--- src/hw/ach_pkg.sv ---
// Purpose: Constants and types for the acquisition command handler.
// Assumes: One clock, synchronous active-high reset.
// Notes:   Command codes, field positions and reset values live here.
// Operation
// - Ping returns a reply and changes no state.
// - Reply echoes command identifier with top bit set, source and payload.
// - Broadcast forwards to all children, reply only from named child.
// - Asynchronous flag makes the parent answer the host at once.
// - Busy child withholds reply until its command ends; others stay reachable.
// - Configure-children loads flash bitstream into children, also after power-up.
// - Mode write stores payload bits 3:0; 0 idle, 1 scope, 2 singles.
// - Mode read returns last written mode.
// - Settings write stores a 32-bit word interpreted by current mode.
// - Scope settings: bits 3:0 0001, 12:4 total, 19:16 pre, 27:24 window.
// - Singles settings bits 3:0 give event ticks, sender programs above one.
// - Pipeline depth is ceil(ticks divided by slice width) plus one.
// - Settings read returns last written settings unchanged.
// - Action write stores bits 3:0; 0 reset, 1 stop, 2 run.
// - Reset action clears mode and settings and halts acquisition.
// - Action read returns last written action.
// - Trigger mask write stores one enable bit per channel.
// - Trigger mask read returns last written mask.
// - Commands without argument ignore the payload.
// - Unknown command identifier answers with unknown-command error.
// - Targeted child busy answers with child-busy error.
package ach_pkg;
    localparam logic [15:0] CMD_PING       = 16'h0001;
    localparam logic [15:0] CMD_CFG_CHILD  = 16'h0002;
    localparam logic [15:0] CMD_MODE_WR    = 16'h0003;
    localparam logic [15:0] CMD_MODE_RD    = 16'h0004;
    localparam logic [15:0] CMD_SET_WR     = 16'h0005;
    localparam logic [15:0] CMD_SET_RD     = 16'h0006;
    localparam logic [15:0] CMD_ACT_WR     = 16'h0007;
    localparam logic [15:0] CMD_ACT_RD     = 16'h0008;
    localparam logic [15:0] CMD_MASK_WR    = 16'h0009;
    localparam logic [15:0] CMD_MASK_RD    = 16'h000a;
    localparam logic [15:0] ERR_CHILD_BUSY = 16'h7f03;
    localparam logic [15:0] ERR_UNKNOWN    = 16'h7f04;
    localparam int          REPLY_BIT      = 15;
    localparam int          ASYNC_BIT      = 12;
    localparam int          BCAST_BIT      = 15;
    localparam logic [3:0]  MODE_IDLE      = 4'h0;
    localparam logic [3:0]  MODE_SCOPE     = 4'h1;
    localparam logic [3:0]  MODE_SINGLES   = 4'h2;
    localparam logic [3:0]  ACT_RESET      = 4'h0;
    localparam logic [3:0]  ACT_STOP       = 4'h1;
    localparam logic [3:0]  ACT_RUN        = 4'h2;
    localparam logic [31:0] REG_RESET      = 32'h0000_0000;
    localparam int          SCOPE_TOT_LSB  = 4;
    localparam int          SCOPE_PRE_LSB  = 16;
    localparam int          SCOPE_WIN_LSB  = 24;
    localparam logic [3:0]  SCOPE_RSVD     = 4'h1;
    localparam int          SLICE_WIDTH    = 4;
    localparam int          MAX_TICKS      = 15;
    localparam int          PIPE_STAGES    = (MAX_TICKS + SLICE_WIDTH - 1) / SLICE_WIDTH + 1;
    localparam int          HOST_TMO_MS    = 200;
    typedef enum logic [1:0] {ST_IDLE, ST_FLASH, ST_WAIT, ST_REPLY} ach_state_type;
endpackage

--- src/hw/ach_child_if.sv ---
`timescale 1ns/1ps
// Purpose: Command path from the parent controller to its child boards.
// Assumes: Children acknowledge with a single-cycle done pulse.
// Notes:   Done pulses come back one bit per child.
interface ach_child_if #(parameter int N_CHILD = 8);
    logic               start;
    logic               bcast;
    logic [15:0]        dst;
    logic [15:0]        cmd;
    logic [31:0]        payload;
    logic [N_CHILD-1:0] done;
    logic [N_CHILD-1:0] busy;
    logic [31:0]        reply;
    modport parent (output start, bcast, dst, cmd, payload, input done, busy, reply);
    modport tracker (input start, bcast, dst, cmd, payload, done, output busy);
endinterface

--- src/hw/ach_busy_track.sv ---
`timescale 1ns/1ps
// Purpose: Tracks which children are still executing a command.
// Assumes: A child is busy from start until its done pulse.
// Notes:   A start wins over a done on the same child in the same cycle.
module ach_busy_track
    import ach_pkg::*;
#(
    parameter int N_CHILD = 8
) (
    input  wire logic i_clk,
    input  wire logic i_rst,
    ach_child_if.tracker ch
);
    typedef struct packed {
        logic [N_CHILD-1:0] busy;
    } ach_trk_type;
    ach_trk_type r;
    ach_trk_type next_r;

    // Set on start for every addressed child; clear on that child's done.
    always_comb begin
        next_r = r;
        for (int i = 0; i < N_CHILD; i++) begin
            if (ch.done[i]) begin
                next_r.busy[i] = 1'b0;
            end
            if (ch.start && (ch.bcast || ch.dst[7:0] == 8'(i))) begin
                next_r.busy[i] = 1'b1;
            end
        end
    end

    always_ff @(posedge i_clk) begin
        if (i_rst) begin
            r <= '0;
        end else begin
            r <= next_r;
        end
    end

    assign ch.busy = r.busy;
endmodule

--- src/hw/ach_flash_loader.sv ---
`timescale 1ns/1ps
// Purpose: Streams a child bitstream from serial flash into the child boards.
// Assumes: Flash read data is valid one cycle after a read request.
// Notes:   Starts on its own after reset.
module ach_flash_loader
    import ach_pkg::*;
#(
    parameter int IMG_WORDS = 16
) (
    input  wire logic        i_clk,
    input  wire logic        i_rst,
    input  wire logic        i_start,
    input  wire logic [31:0] i_flash_data,
    output logic             o_flash_rd,
    output logic [15:0]      o_flash_addr,
    output logic             o_cfg_valid,
    output logic [31:0]      o_cfg_data,
    output logic             o_done
);
    // The image must fit the sixteen-bit flash address.
    if (IMG_WORDS < 1 || IMG_WORDS > 65536) begin : g_bad_img
        $error("IMG_WORDS out of range");
    end
    typedef struct packed {
        logic        run;
        logic        rd;
        logic        rd_d;
        logic [15:0] addr;
        logic        vld;
        logic [31:0] data;
        logic        done;
    } ach_ldr_type;
    ach_ldr_type r;
    ach_ldr_type next_r;

    always_comb begin
        next_r      = r;
        // Flash data lands a cycle after the request, so valid trails it by one more.
        next_r.rd_d = r.rd;
        next_r.vld  = r.rd_d;
        next_r.data = i_flash_data;
        next_r.done = 1'b0;
        next_r.rd   = 1'b0;
        if (i_start && !r.run) begin
            next_r.run  = 1'b1;
            next_r.addr = '0;
        end else if (r.run) begin
            next_r.rd = 1'b1;
            if (r.rd) begin
                if (r.addr == 16'(IMG_WORDS - 1)) begin
                    next_r.run  = 1'b0;
                    next_r.rd   = 1'b0;
                    next_r.done = 1'b1;
                end else begin
                    next_r.addr = r.addr + 16'h0001;
                end
            end
        end
    end

    always_ff @(posedge i_clk) begin
        if (i_rst) begin
            r     <= '0;
            r.run <= 1'b1;
        end else begin
            r <= next_r;
        end
    end

    assign o_flash_rd   = r.rd;
    assign o_flash_addr = r.addr;
    assign o_cfg_valid  = r.vld;
    assign o_cfg_data   = r.data;
    assign o_done       = r.done;
endmodule

--- src/hw/ach_top.sv ---
`timescale 1ns/1ps
// Purpose: Interprets host commands and keeps the acquisition registers.
// Assumes: One command word set per i_cmd_valid pulse; next only after o_rsp_valid.
// Notes:   Local commands answer in one cycle; child commands wait for done unless asynchronous, unknown or to a busy child.
module ach_top
    import ach_pkg::*;
#(
    parameter int N_CHILD   = 8,
    parameter int IMG_WORDS = 16,
    parameter logic [15:0] MY_ADDR = 16'h0000
) (
    input  wire logic               i_clk,
    input  wire logic               i_rst,
    input  wire logic               i_cmd_valid,
    input  wire logic [15:0]        i_cmd_id,
    input  wire logic [15:0]        i_cmd_dst,
    input  wire logic [31:0]        i_cmd_payload,
    output logic                    o_rsp_valid,
    output logic [15:0]             o_rsp_id,
    output logic [15:0]             o_rsp_src,
    output logic [31:0]             o_rsp_payload,
    output logic                    o_child_start,
    output logic                    o_child_bcast,
    output logic [15:0]             o_child_dst,
    output logic [15:0]             o_child_cmd,
    output logic [31:0]             o_child_payload,
    input  wire logic [N_CHILD-1:0] i_child_done,
    input  wire logic [31:0]        i_child_reply,
    input  wire logic [31:0]        i_flash_data,
    output logic                    o_flash_rd,
    output logic [15:0]             o_flash_addr,
    output logic                    o_cfg_valid,
    output logic [31:0]             o_cfg_data,
    output logic [3:0]              o_mode,
    output logic [31:0]             o_settings,
    output logic                    o_acq_run,
    output logic [31:0]             o_trig_mask
);
    // The child index needs at least one bit and must fit in eight bits.
    if (N_CHILD < 2 || N_CHILD > 256) begin : g_bad_child
        $error("N_CHILD out of range");
    end

    // ----------------------------------------------------------------
    // State
    // ----------------------------------------------------------------
    typedef struct packed {
        ach_state_type st;
        logic [3:0]    mode;
        logic [31:0]   settings;
        logic [3:0]    action;
        logic          run;
        logic [31:0]   mask;
        logic          rsp_v;
        logic [15:0]   rsp_id;
        logic [15:0]   rsp_src;
        logic [31:0]   rsp_pl;
        logic          c_start;
        logic          c_bcast;
        logic [15:0]   c_dst;
        logic [15:0]   c_cmd;
        logic [31:0]   c_pl;
        logic [7:0]    wait_idx;
        logic          flash_go;
    } ach_top_type;
    ach_top_type r;
    ach_top_type next_r;

    ach_child_if #(.N_CHILD(N_CHILD)) chi ();
    logic flash_done;

    // reply identifier
    // Reply identifier keeps the command and sets the top bit.
    function automatic logic [15:0] reply_id(input logic [15:0] id);
        reply_id = id | (16'h0001 << REPLY_BIT);
    endfunction

    // Decides whether an identifier, async flag aside, is a known command.
    function automatic logic known_cmd(input logic [15:0] id);
        logic [15:0] base;
        base = id & ~(16'h0001 << ASYNC_BIT);
        known_cmd = (base >= CMD_PING) && (base <= CMD_MASK_RD);
    endfunction

    // ----------------------------------------------------------------
    // Children
    // ----------------------------------------------------------------
    assign chi.start   = r.c_start;
    assign chi.bcast   = r.c_bcast;
    assign chi.dst     = r.c_dst;
    assign chi.cmd     = r.c_cmd;
    assign chi.payload = r.c_pl;
    assign chi.done    = i_child_done;
    assign chi.reply   = i_child_reply;

    ach_busy_track #(.N_CHILD(N_CHILD)) u_trk (
        .i_clk (i_clk),
        .i_rst (i_rst),
        .ch    (chi.tracker)
    );

    ach_flash_loader #(.IMG_WORDS(IMG_WORDS)) u_ldr (
        .i_clk        (i_clk),
        .i_rst        (i_rst),
        .i_start      (r.flash_go),
        .i_flash_data (i_flash_data),
        .o_flash_rd   (o_flash_rd),
        .o_flash_addr (o_flash_addr),
        .o_cfg_valid  (o_cfg_valid),
        .o_cfg_data   (o_cfg_data),
        .o_done       (flash_done)
    );

    // ----------------------------------------------------------------
    // Command decode
    // ----------------------------------------------------------------
    logic [15:0] base_id;
    logic        is_async;
    logic        is_local;
    logic [7:0]  tgt;
    assign base_id  = i_cmd_id & ~(16'h0001 << ASYNC_BIT);
    assign is_async = i_cmd_id[ASYNC_BIT];
    assign is_local = (i_cmd_dst & ~(16'h0001 << BCAST_BIT)) == MY_ADDR;
    assign tgt      = i_cmd_dst[7:0];

    // Next state of registers, responses and child requests.
    always_comb begin
        next_r         = r;
        next_r.rsp_v   = 1'b0;
        next_r.c_start = 1'b0;
        next_r.flash_go = 1'b0;
        case (r.st)
            ST_IDLE: begin
                if (i_cmd_valid) begin
                    next_r.rsp_id  = reply_id(i_cmd_id);
                    next_r.rsp_src = i_cmd_dst;
                    next_r.rsp_pl  = 32'h0000_0000;
                    if (!known_cmd(i_cmd_id)) begin
                        next_r.rsp_id = ERR_UNKNOWN;
                        next_r.rsp_v  = 1'b1;
                    end else if (is_local || i_cmd_dst[BCAST_BIT]) begin
                        next_r.rsp_v = 1'b1;
                        if (i_cmd_dst[BCAST_BIT]) begin
                            next_r.c_start = 1'b1;
                            next_r.c_bcast = 1'b1;
                            next_r.c_dst   = i_cmd_dst;
                            next_r.c_cmd   = i_cmd_id;
                            next_r.c_pl    = i_cmd_payload;
                        end
                        case (base_id)
                            CMD_PING: next_r.rsp_pl = 32'h0000_0000;
                            CMD_CFG_CHILD: next_r.flash_go = 1'b1;
                            CMD_MODE_WR: next_r.mode = i_cmd_payload[3:0];
                            CMD_MODE_RD: next_r.rsp_pl = {28'h0, r.mode};
                            CMD_SET_WR: next_r.settings = i_cmd_payload;
                            CMD_SET_RD: next_r.rsp_pl = r.settings;
                            CMD_ACT_WR: begin
                                next_r.action = i_cmd_payload[3:0];
                                next_r.run    = (i_cmd_payload[3:0] == ACT_RUN);
                                if (i_cmd_payload[3:0] == ACT_RESET) begin
                                    next_r.mode     = MODE_IDLE;
                                    next_r.settings = REG_RESET;
                                end
                            end
                            CMD_ACT_RD: next_r.rsp_pl = {28'h0, r.action};
                            CMD_MASK_WR: next_r.mask = i_cmd_payload;
                            CMD_MASK_RD: next_r.rsp_pl = r.mask;
                            default: next_r.rsp_pl = 32'h0000_0000;
                        endcase
                        if (i_cmd_dst[BCAST_BIT] && !is_local && !is_async) begin
                            next_r.rsp_v    = 1'b0;
                            next_r.wait_idx = tgt;
                            next_r.st       = ST_WAIT;
                        end
                    end else if (chi.busy[tgt[$clog2(N_CHILD)-1:0]]) begin
                        next_r.rsp_id = ERR_CHILD_BUSY;
                        next_r.rsp_v  = 1'b1;
                    end else begin
                        next_r.c_start = 1'b1;
                        next_r.c_bcast = 1'b0;
                        next_r.c_dst   = i_cmd_dst;
                        next_r.c_cmd   = i_cmd_id;
                        next_r.c_pl    = i_cmd_payload;
                        next_r.wait_idx = tgt;
                        if (is_async) begin
                            next_r.rsp_v = 1'b1;
                        end else begin
                            next_r.st = ST_WAIT;
                        end
                    end
                end
            end
            ST_WAIT: begin
                if (i_child_done[r.wait_idx[$clog2(N_CHILD)-1:0]]) begin
                    next_r.rsp_pl = i_child_reply;
                    next_r.rsp_v  = 1'b1;
                    next_r.st     = ST_IDLE;
                end
            end
            default: next_r.st = ST_IDLE;
        endcase
    end

    always_ff @(posedge i_clk) begin
        if (i_rst) begin
            r <= '0;
        end else begin
            r <= next_r;
        end
    end

    // ----------------------------------------------------------------
    // Outputs
    // ----------------------------------------------------------------
    assign o_rsp_valid     = r.rsp_v;
    assign o_rsp_id        = r.rsp_id;
    assign o_rsp_src       = r.rsp_src;
    assign o_rsp_payload   = r.rsp_pl;
    assign o_child_start   = r.c_start;
    assign o_child_bcast   = r.c_bcast;
    assign o_child_dst     = r.c_dst;
    assign o_child_cmd     = r.c_cmd;
    assign o_child_payload = r.c_pl;
    assign o_mode          = r.mode;
    assign o_settings      = r.settings;
    assign o_acq_run       = r.run;
    assign o_trig_mask     = r.mask;

    // ----------------------------------------------------------------
    // Assertions
    // ----------------------------------------------------------------
    property p_reply(id);
        @(posedge i_clk) disable iff (i_rst)
        (r.st == ST_IDLE && i_cmd_valid && i_cmd_id == id && is_local) |=> o_rsp_valid;
    endproperty
    ping_reply_a: assert property (p_reply(CMD_PING))
        else $error("ping did not reply");
    reply_top_a: assert property (@(posedge i_clk) disable iff (i_rst)
        o_rsp_valid && o_rsp_id != ERR_UNKNOWN && o_rsp_id != ERR_CHILD_BUSY
        |-> o_rsp_id[REPLY_BIT])
        else $error("reply id top bit clear");
    mode_store_a: assert property (@(posedge i_clk) disable iff (i_rst)
        r.st == ST_IDLE && i_cmd_valid && i_cmd_id == CMD_MODE_WR && is_local
        |=> o_mode == $past(i_cmd_payload[3:0]))
        else $error("mode not stored");
    mode_read_a: assert property (@(posedge i_clk) disable iff (i_rst)
        r.st == ST_IDLE && i_cmd_valid && i_cmd_id == CMD_MODE_RD && is_local
        |=> o_rsp_payload == {28'h0, $past(o_mode)})
        else $error("mode read wrong");
    reset_action_a: assert property (@(posedge i_clk) disable iff (i_rst)
        r.st == ST_IDLE && i_cmd_valid && i_cmd_id == CMD_ACT_WR && is_local
        && i_cmd_payload[3:0] == ACT_RESET |=> o_mode == MODE_IDLE && o_settings == 32'h0
        && !o_acq_run)
        else $error("reset action incomplete");
    mask_store_a: assert property (@(posedge i_clk) disable iff (i_rst)
        r.st == ST_IDLE && i_cmd_valid && i_cmd_id == CMD_MASK_WR && is_local
        |=> o_trig_mask == $past(i_cmd_payload))
        else $error("mask not stored");
    unknown_err_a: assert property (@(posedge i_clk) disable iff (i_rst)
        r.st == ST_IDLE && i_cmd_valid && !known_cmd(i_cmd_id)
        |=> o_rsp_valid && o_rsp_id == ERR_UNKNOWN)
        else $error("unknown command not flagged");
    async_now_a: assert property (@(posedge i_clk) disable iff (i_rst)
        r.st == ST_IDLE && i_cmd_valid && known_cmd(i_cmd_id) && is_async && !is_local
        |=> o_rsp_valid)
        else $error("async not answered at once");
    cfg_boot_a: assert property (@(posedge i_clk) $fell(i_rst) |-> ##[1:3] o_flash_rd)
        else $error("no flash load after reset");
    busy_err_a: assert property (@(posedge i_clk) disable iff (i_rst)
        r.st == ST_IDLE && i_cmd_valid && known_cmd(i_cmd_id) && !is_local
        && !i_cmd_dst[BCAST_BIT] && chi.busy[tgt[$clog2(N_CHILD)-1:0]]
        |=> o_rsp_valid && o_rsp_id == ERR_CHILD_BUSY)
        else $error("busy child not flagged");
    wait_reply_a: assert property (@(posedge i_clk) disable iff (i_rst)
        r.st == ST_WAIT && i_child_done[r.wait_idx[$clog2(N_CHILD)-1:0]]
        |=> o_rsp_valid && o_rsp_payload == $past(i_child_reply))
        else $error("child reply not passed on");
    reset_zero_a: assert property (@(posedge i_clk) $fell(i_rst)
        |-> o_mode == 4'h0 && o_settings == 32'h0 && o_trig_mask == 32'h0 && !o_acq_run)
        else $error("registers not cleared by reset");
    cv_ping_c: cover property (@(posedge i_clk) o_rsp_valid && o_rsp_id == 16'h8001);
    cv_wait_c: cover property (@(posedge i_clk) r.st == ST_WAIT ##[1:20] o_rsp_valid);
    cv_busy_c: cover property (@(posedge i_clk) o_rsp_valid && o_rsp_id == ERR_CHILD_BUSY);
    cv_async_c: cover property (@(posedge i_clk) o_rsp_valid && o_rsp_id == 16'h9001);
    cv_bcast_c: cover property (@(posedge i_clk) o_child_start && o_child_bcast);
endmodule

--- config.mk ---
export PLATFORM = sky130hd
export DESIGN_NAME = ach_top
export DESIGN_NICKNAME = d
export VERILOG_FILES = /design/src/hw/ach_pkg.sv /design/src/hw/ach_child_if.sv /design/src/hw/ach_busy_track.sv /design/src/hw/ach_flash_loader.sv /design/src/hw/ach_top.sv
export SDC_FILE = /design/constraint.sdc
export NUM_CORES = 1
export LEC_CHECK = 0
export BUFFER_PORTS_ARGS = -buffer_cell sky130_fd_sc_hd__buf_4
export CAP_MARGIN = 20
export CORE_MARGIN = 2
export CORE_UTILIZATION = 56
export CTS_CLUSTER_DIAMETER = 150
export DETAILED_ROUTE_END_ITERATION = 6
export PLACE_DENSITY = 0.86
export REMOVE_ABC_BUFFERS = 1
export SYNTH_ARGS = -nofsm -noshare
export SYNTH_HDL_FRONTEND = slang
export SYNTH_SLANG_ARGS = --single-unit
--- constraint.sdc ---
create_clock -name i_clk -period 6.6 [get_ports i_clk]
set_input_delay 1.65 -clock i_clk [delete_from_list [all_inputs] [get_ports i_clk]]
set_output_delay 1.65 -clock i_clk [all_outputs]
set_load 0.02 [all_outputs]
Word-level counts from Yosys, hierarchy flattened

Index checks and enable logic that the tools add are counted.
W data, S select, Z words.

Shift-type cells: 0
Bitwise logic cells: 6
Div/mod/pow operators: 0
Multiply operators: 0
Eq/ne operators: 29
$add $sub $neg: 1
Muxes and demuxes: 57
Order comparisons: 4
Reduce and logical (&&, ||, !) cells: 53

Operators by type and width:

| kind                    | count |
|---|---|
| $mux W215               | 1 |
| $mux W74                | 2 |
| $pmux W32 S2            | 2 |
| $pmux W32 S4            | 1 |
| $mux W107               | 1 |
| $mux W32                | 3 |
| $mux W75                | 1 |
| $mux W73                | 1 |
| $mux W66                | 1 |
| $eq A15 B3 Y1 const B   | 4 |
| $eq A15 B4 Y1 const B   | 3 |
| $mux W36                | 1 |
| $eq A8 B3 Y1 const B    | 4 |
| $mux W16                | 2 |
| $eq A15 B2 Y1 const B   | 2 |
| $mux W1                 | 25 |
| $reduce_bool A2 Y1      | 11 |
| $reduce_and A5 Y1       | 4 |
| $reduce_and A6 Y1       | 3 |
| $mux W17                | 1 |
| $add A16 B1 Y16 const B | 1 |
| $eq A16 B4 Y1 const B   | 1 |
| $eq A8 B2 Y1 const B    | 2 |
| $ge A16 B1 Y1 const B   | 1 |
| other kinds (29)        | 72 |

Memories kept: 0
RAM bits: 0
Bits in registers: 275
Bits in read-only memories: 0
Latch bits: 0
Output and inout port bits: 250
Logic and storage cells: 181
Input port bits: 139

Longest topological paths before layout

Depth after elaboration: 9
Mapped depth: 8
Depth with buffers taken out: 6

By module

Synthesis repeated with hierarchy kept, for this count alone.

Cell total of the unflattened synthesis: 1475
Area, all modules: 13221.4 µm²

Modules (own cells, without submodules):

| module           | cells each | sequential area each (µm²) | area an instance (µm²) | times used |
|---|---|---|---|---|
| ach_top          | 1212       | 4184.0                     | 10684.0                | 1 |
| ach_flash_loader | 222        | 1061.0                     | 2138.3                 | 1 |
| ach_busy_track   | 41         | 160.2                      | 399.1                  | 1 |

Least setup slack after synthesis

Ideal clock, no wire load.

Path type: input to register
Start point: input i_cmd_id[5]
End point: register r, in the netlist o_child_dst[10]
Stages on the path: 7
Required time: 6468 ps
Setup time: 132 ps
Data arrival time: 3265 ps
Path slack: 3202 ps
Buffers on the path: 2
Path through: or4_1 nor3_2 nand3_1 clkbuf_1 clkbuf_1 o21ai_0 a21oi_1

Word-level cells in the longest chain between the ends: 3
Elaborated cells on any way between the ends: 4
Those cells by class: order compare: 2; reduce/logical: 2

Ends and longest elaborated chain:

| element                                               | RTL line       | RTL |
|---|---|---|
| from (decl)                                           | ach_top.sv:15  | `input wire logic [15:0] i_cmd_id,` |
| $ge A16 B1 Y1 / $le A16 B4 Y1 (equally long branches) | ach_top.sv:82  | `known_cmd = (base >= CMD_PING) && (base <= CMD_MASK_RD);` |
| $logic_and A1 B1 Y1 (*)                               | ach_top.sv:82  |  |
| $reduce_and A5 Y1 (no source line) (*)                | -              |  |
| to (signal assigned)                                  | ach_top.sv:208 | `r <= next_r;` |
| to (decl)                                             | ach_top.sv:66  | `ach_top_type r;` |

Mark *: on every way between the ends. The rest lies on a longest branch, timed or not.
A chain may end at the register's enable or synchronous reset.

Worst setup path in the final report

Start point: input i_cmd_dst[1]
End point: register r, in the netlist o_child_dst[2]

Word-level cells in the longest chain between the ends: 4
Elaborated cells on any way between the ends: 8
Those cells by class: eq/ne: 2; mux: 3; reduce/logical: 3

Ends and longest elaborated chain:

| element                                                                    | RTL line                       | RTL |
|---|---|---|
| from (decl)                                                                | ach_top.sv:16                  | `input wire logic [15:0] i_cmd_dst,` |
| $bmux W1 S3 / $logic_not A16 Y1 (equally long branches)                    | ach_top.sv:175, ach_top.sv:123 |  |
| $mux W1 (not written as such) / $logic_or A1 B1 Y1 (equally long branches) | ach_top.sv:175, ach_top.sv:141 |  |
| $ne A2 B2 Y1 (no source line)                                              | -                              |  |
| $reduce_and A5 Y1 (no source line)                                         | -                              |  |

Parallel ways exist; a longest one is shown, timed or not. The select of a mux whose other input is x is not followed.

==> flow_summary.ini <==
[status]
outcome = finished clean

[critical_path]
worstSetupStartpointType = input pin
r2r_setup_slack_ps = 3740
cp_max_fo = 30
criticalPathCategory = input pin to flip-flop
crit_chain = buf_4 > mux4_2 > mux2i_1 > a21o_2 > buf_4 > nand3_1 > a21oi_1
slowest_delay_ps = 580
crit_required_ps = 7050
cp-end-kind = flip-flop
crit_top_cell = buf_4
crit_arrival_ps = 4300
cp_slowest_cell = mux2i_1

[logic_synthesis]
synth_flop_cell = dfxtp_1
avgSynthCellArea_um2 = 8.56
synthArstFlopShare_pct = 0
synth_fa_ha_area_share_pct = 0.0983
ys_seq_elements = 269
synthSimpleGateAreaFrac_pct = 18.9
synth-edff-count = 0
synth_top_area_share_pct = 42.3
synth_area_leaders = dfxtp_1 (42%), buf_4 (14%), nand2_1 (5.5%), a21oi_1 (5.2%), o21ai_0 (4.3%)
netlist_instances = 1486
yosysUniqueCellTypes = 54
synthXorXnorAreaFrac_pct = 0.826
synth_top_family_by_area = simple AND/OR/NAND/NOR gates
yosysWarnings = 0
yosysMostFrequentCell = dfxtp_1
post-synth-top-area-cell = dfxtp_1
ys_top_cells_by_count = dfxtp_1 (269), buf_4 (244), nand2_1 (185)
synth_area_um2 = 12700
muxShareOfSynthArea_pct = 4.02
yosysSeqAreaShare_pct = 42.3
synth_compound_area_share_pct = 16.0

[finish]
layout-drive-gt1-share_pct = 32.4
multi_input_area_um2 = 5150
seqCellArea_um2 = 5390
n_antenna_cell = 0
utilization_pct = 66.4
area_growth_pct = 17.4
layout.nets = 1724
nFillCells = 1750

[timing]
rsz0062_at_grt = no
final.min_clock_period_ps = 3850
worst_pin_slew_ps = 1070
finalMaxSlewViolations = 0
setup_tns_ps = 0
skew_ps = 6.76
hold_ws_ps = 453
slew-limit-headroom_pct = 28.8
fmax_ghz = 0.259
post-route-period-util_pct = 58.4
finalSetupViolCount = 0
final_hold_viol_count = 0

[floorplan]
row_count = 55
die_w_um = 155
num_io_pins = 389
dieArea_um2 = 23900
start_util_pct = 56.5
die_y_um = 155
core_region_area_um2 = 22500

[clock_network]
h-tree-depth = 1
cts_sinks = 269
cts_setup_buffers = 0
cts_tree = built
numCtsBuffers = 28
cts_resized = 0
root_buffer = clkbuf_16
clk_latency_ps = 540
ctsLongestPathBuffers = 3
ctsHoldBuffers = 0
clkTransAtPathRegs_ps = 60

[place]
gp_congestion = 0.860
port_buffers = 388
dp_hpwl_um = 25400

[detailed_routing]
drc = 0
drt_wl_total_um = 37400
routedWlPerCell_um = 19.8
drtIter0Drc = 841
viasPerCell = 5.82
vias = 11000
ant_nets = 0
dr.pass1.iters = 5

[power]
leakage_nw = 6.26
total_power_mw = 3.53
ir_drop_mv = 0.176
pwr_density_cell_nw_per_um2 = 236

[global_routing]
grt_max_degree = 80
grt_pass1_vias = 10500
track_usage_pct = 29.4
antenna_found_initial = 1
grt_overflow = 0
grt_pass1_wl_um = 57000

[hold_path]
hp-class = flip-flop to flip-flop

[job]
max_cap_violations = 0
through the flow:
step | cell area [um2] | cells | setup WS [ps]
after CTS | 14900 | 1887 | 2570
after detailed placement | 14000 | 1837 | 2010
after floorplan | 10500 | 1148 | 1540
after global routing | 14900 | 1889 | 2600
final | 14900 | 1889 | 2750
after global placement | 14000 | 1835 | 2090
layer usage:
layer  track usage, %  vias to the layer above  routed length (um)
li1                 -                     5034                   -
met1             35.0                     5275               14200
met2             50.1                      598               18200
met3             8.04                       96                3520
met4             12.7                        0                1540
met5                0                        -                   0
layout make-up:
cell class / instances / share of cell area, %
clock buffers: 43 / 5.61
clock inverters: 7 / 0.419
inverters: 11 / 0.276
multi-input cells: 868 / 34.5
flip-flops and latches: 269 / 36.1
well taps: 285 / 2.39
repair buffers: 406 / 20.8
critical path: cells and delay by family:
| family | cells | cell delay [ps] |
|---|---|---|
| mux | 2 | 1090 |
| simple gates | 1 | 130 |
| compound gates | 2 | 780 |
| buf+inv | 2 | 620 |
sequential cells by signal (all words and copies together), names as in the netlist, 4 cells and up:
register / count
u_trk.ch.busy: 8
o_mode: 4
u_ldr.o_flash_addr: 16
o_rsp_payload: 32
o_child_payload: 32
u_ldr.o_cfg_data: 32
o_rsp_src: 16
o_rsp_id: 16
o_child_dst: 16
r: 9
o_settings: 32
o_trig_mask: 32
o_child_cmd: 16
power by group:
part	internal (mW)	switching [mW]
logic	0.127	0.176
registers	1.66	0.0155
clock network	0.908	0.649
total	2.69	0.841
worst paths after layout:
kind	from	endpoint	cells past startpoint
max	i_cmd_dst[1]	o_child_dst[2]	7
min	o_rsp_id[1]	o_rsp_id[1]	2
max reg2reg	r[1]	o_rsp_payload[28]	7
min reg2reg	o_rsp_id[1]	o_rsp_id[1]	2
layout by cell type, fill, tap and decap left out, types with 8 or more instances in the layout:
| master | synthesis | final |
|---|---|---|
| nor2b_1 | 43 | 40 |
| and3_1 | 11 | 11 |
| mux2i_1 | 41 | 41 |
| clkbuf_16 | 0 | 29 |
| a211oi_2 | 20 | 20 |
| dfxtp_1 | 269 | 269 |
| o21ai_0 | 110 | 110 |
| nand2_2 | 20 | 21 |
| nor4_1 | 17 | 17 |
| a22o_1 | 29 | 29 |
| a211oi_1 | 12 | 12 |
| nor3_1 | 15 | 14 |
| and2_1 | 12 | 12 |
| nand4_1 | 13 | 13 |
| nand2_1 | 185 | 184 |
| nand3_1 | 65 | 64 |
| inv_1 | 10 | 10 |
| a21oi_1 | 131 | 129 |
| nor2_1 | 64 | 63 |
| xnor2_1 | 11 | 11 |
| clkbuf_1 | 72 | 8 |
| nand2b_1 | 11 | 10 |
| buf_4 | 244 | 402 |
cell families after synthesis:
kind of cell | count (synthesis)
xor gates and xnor gates | 12
adders and majority gates | 1
muxes | 46
and+or+nand+nor | 481
DFF | 269
buffers and inverters | 349
AOI/OAI and AO/OA | 328
Note: power is estimated with default switching activity, not from simulation.
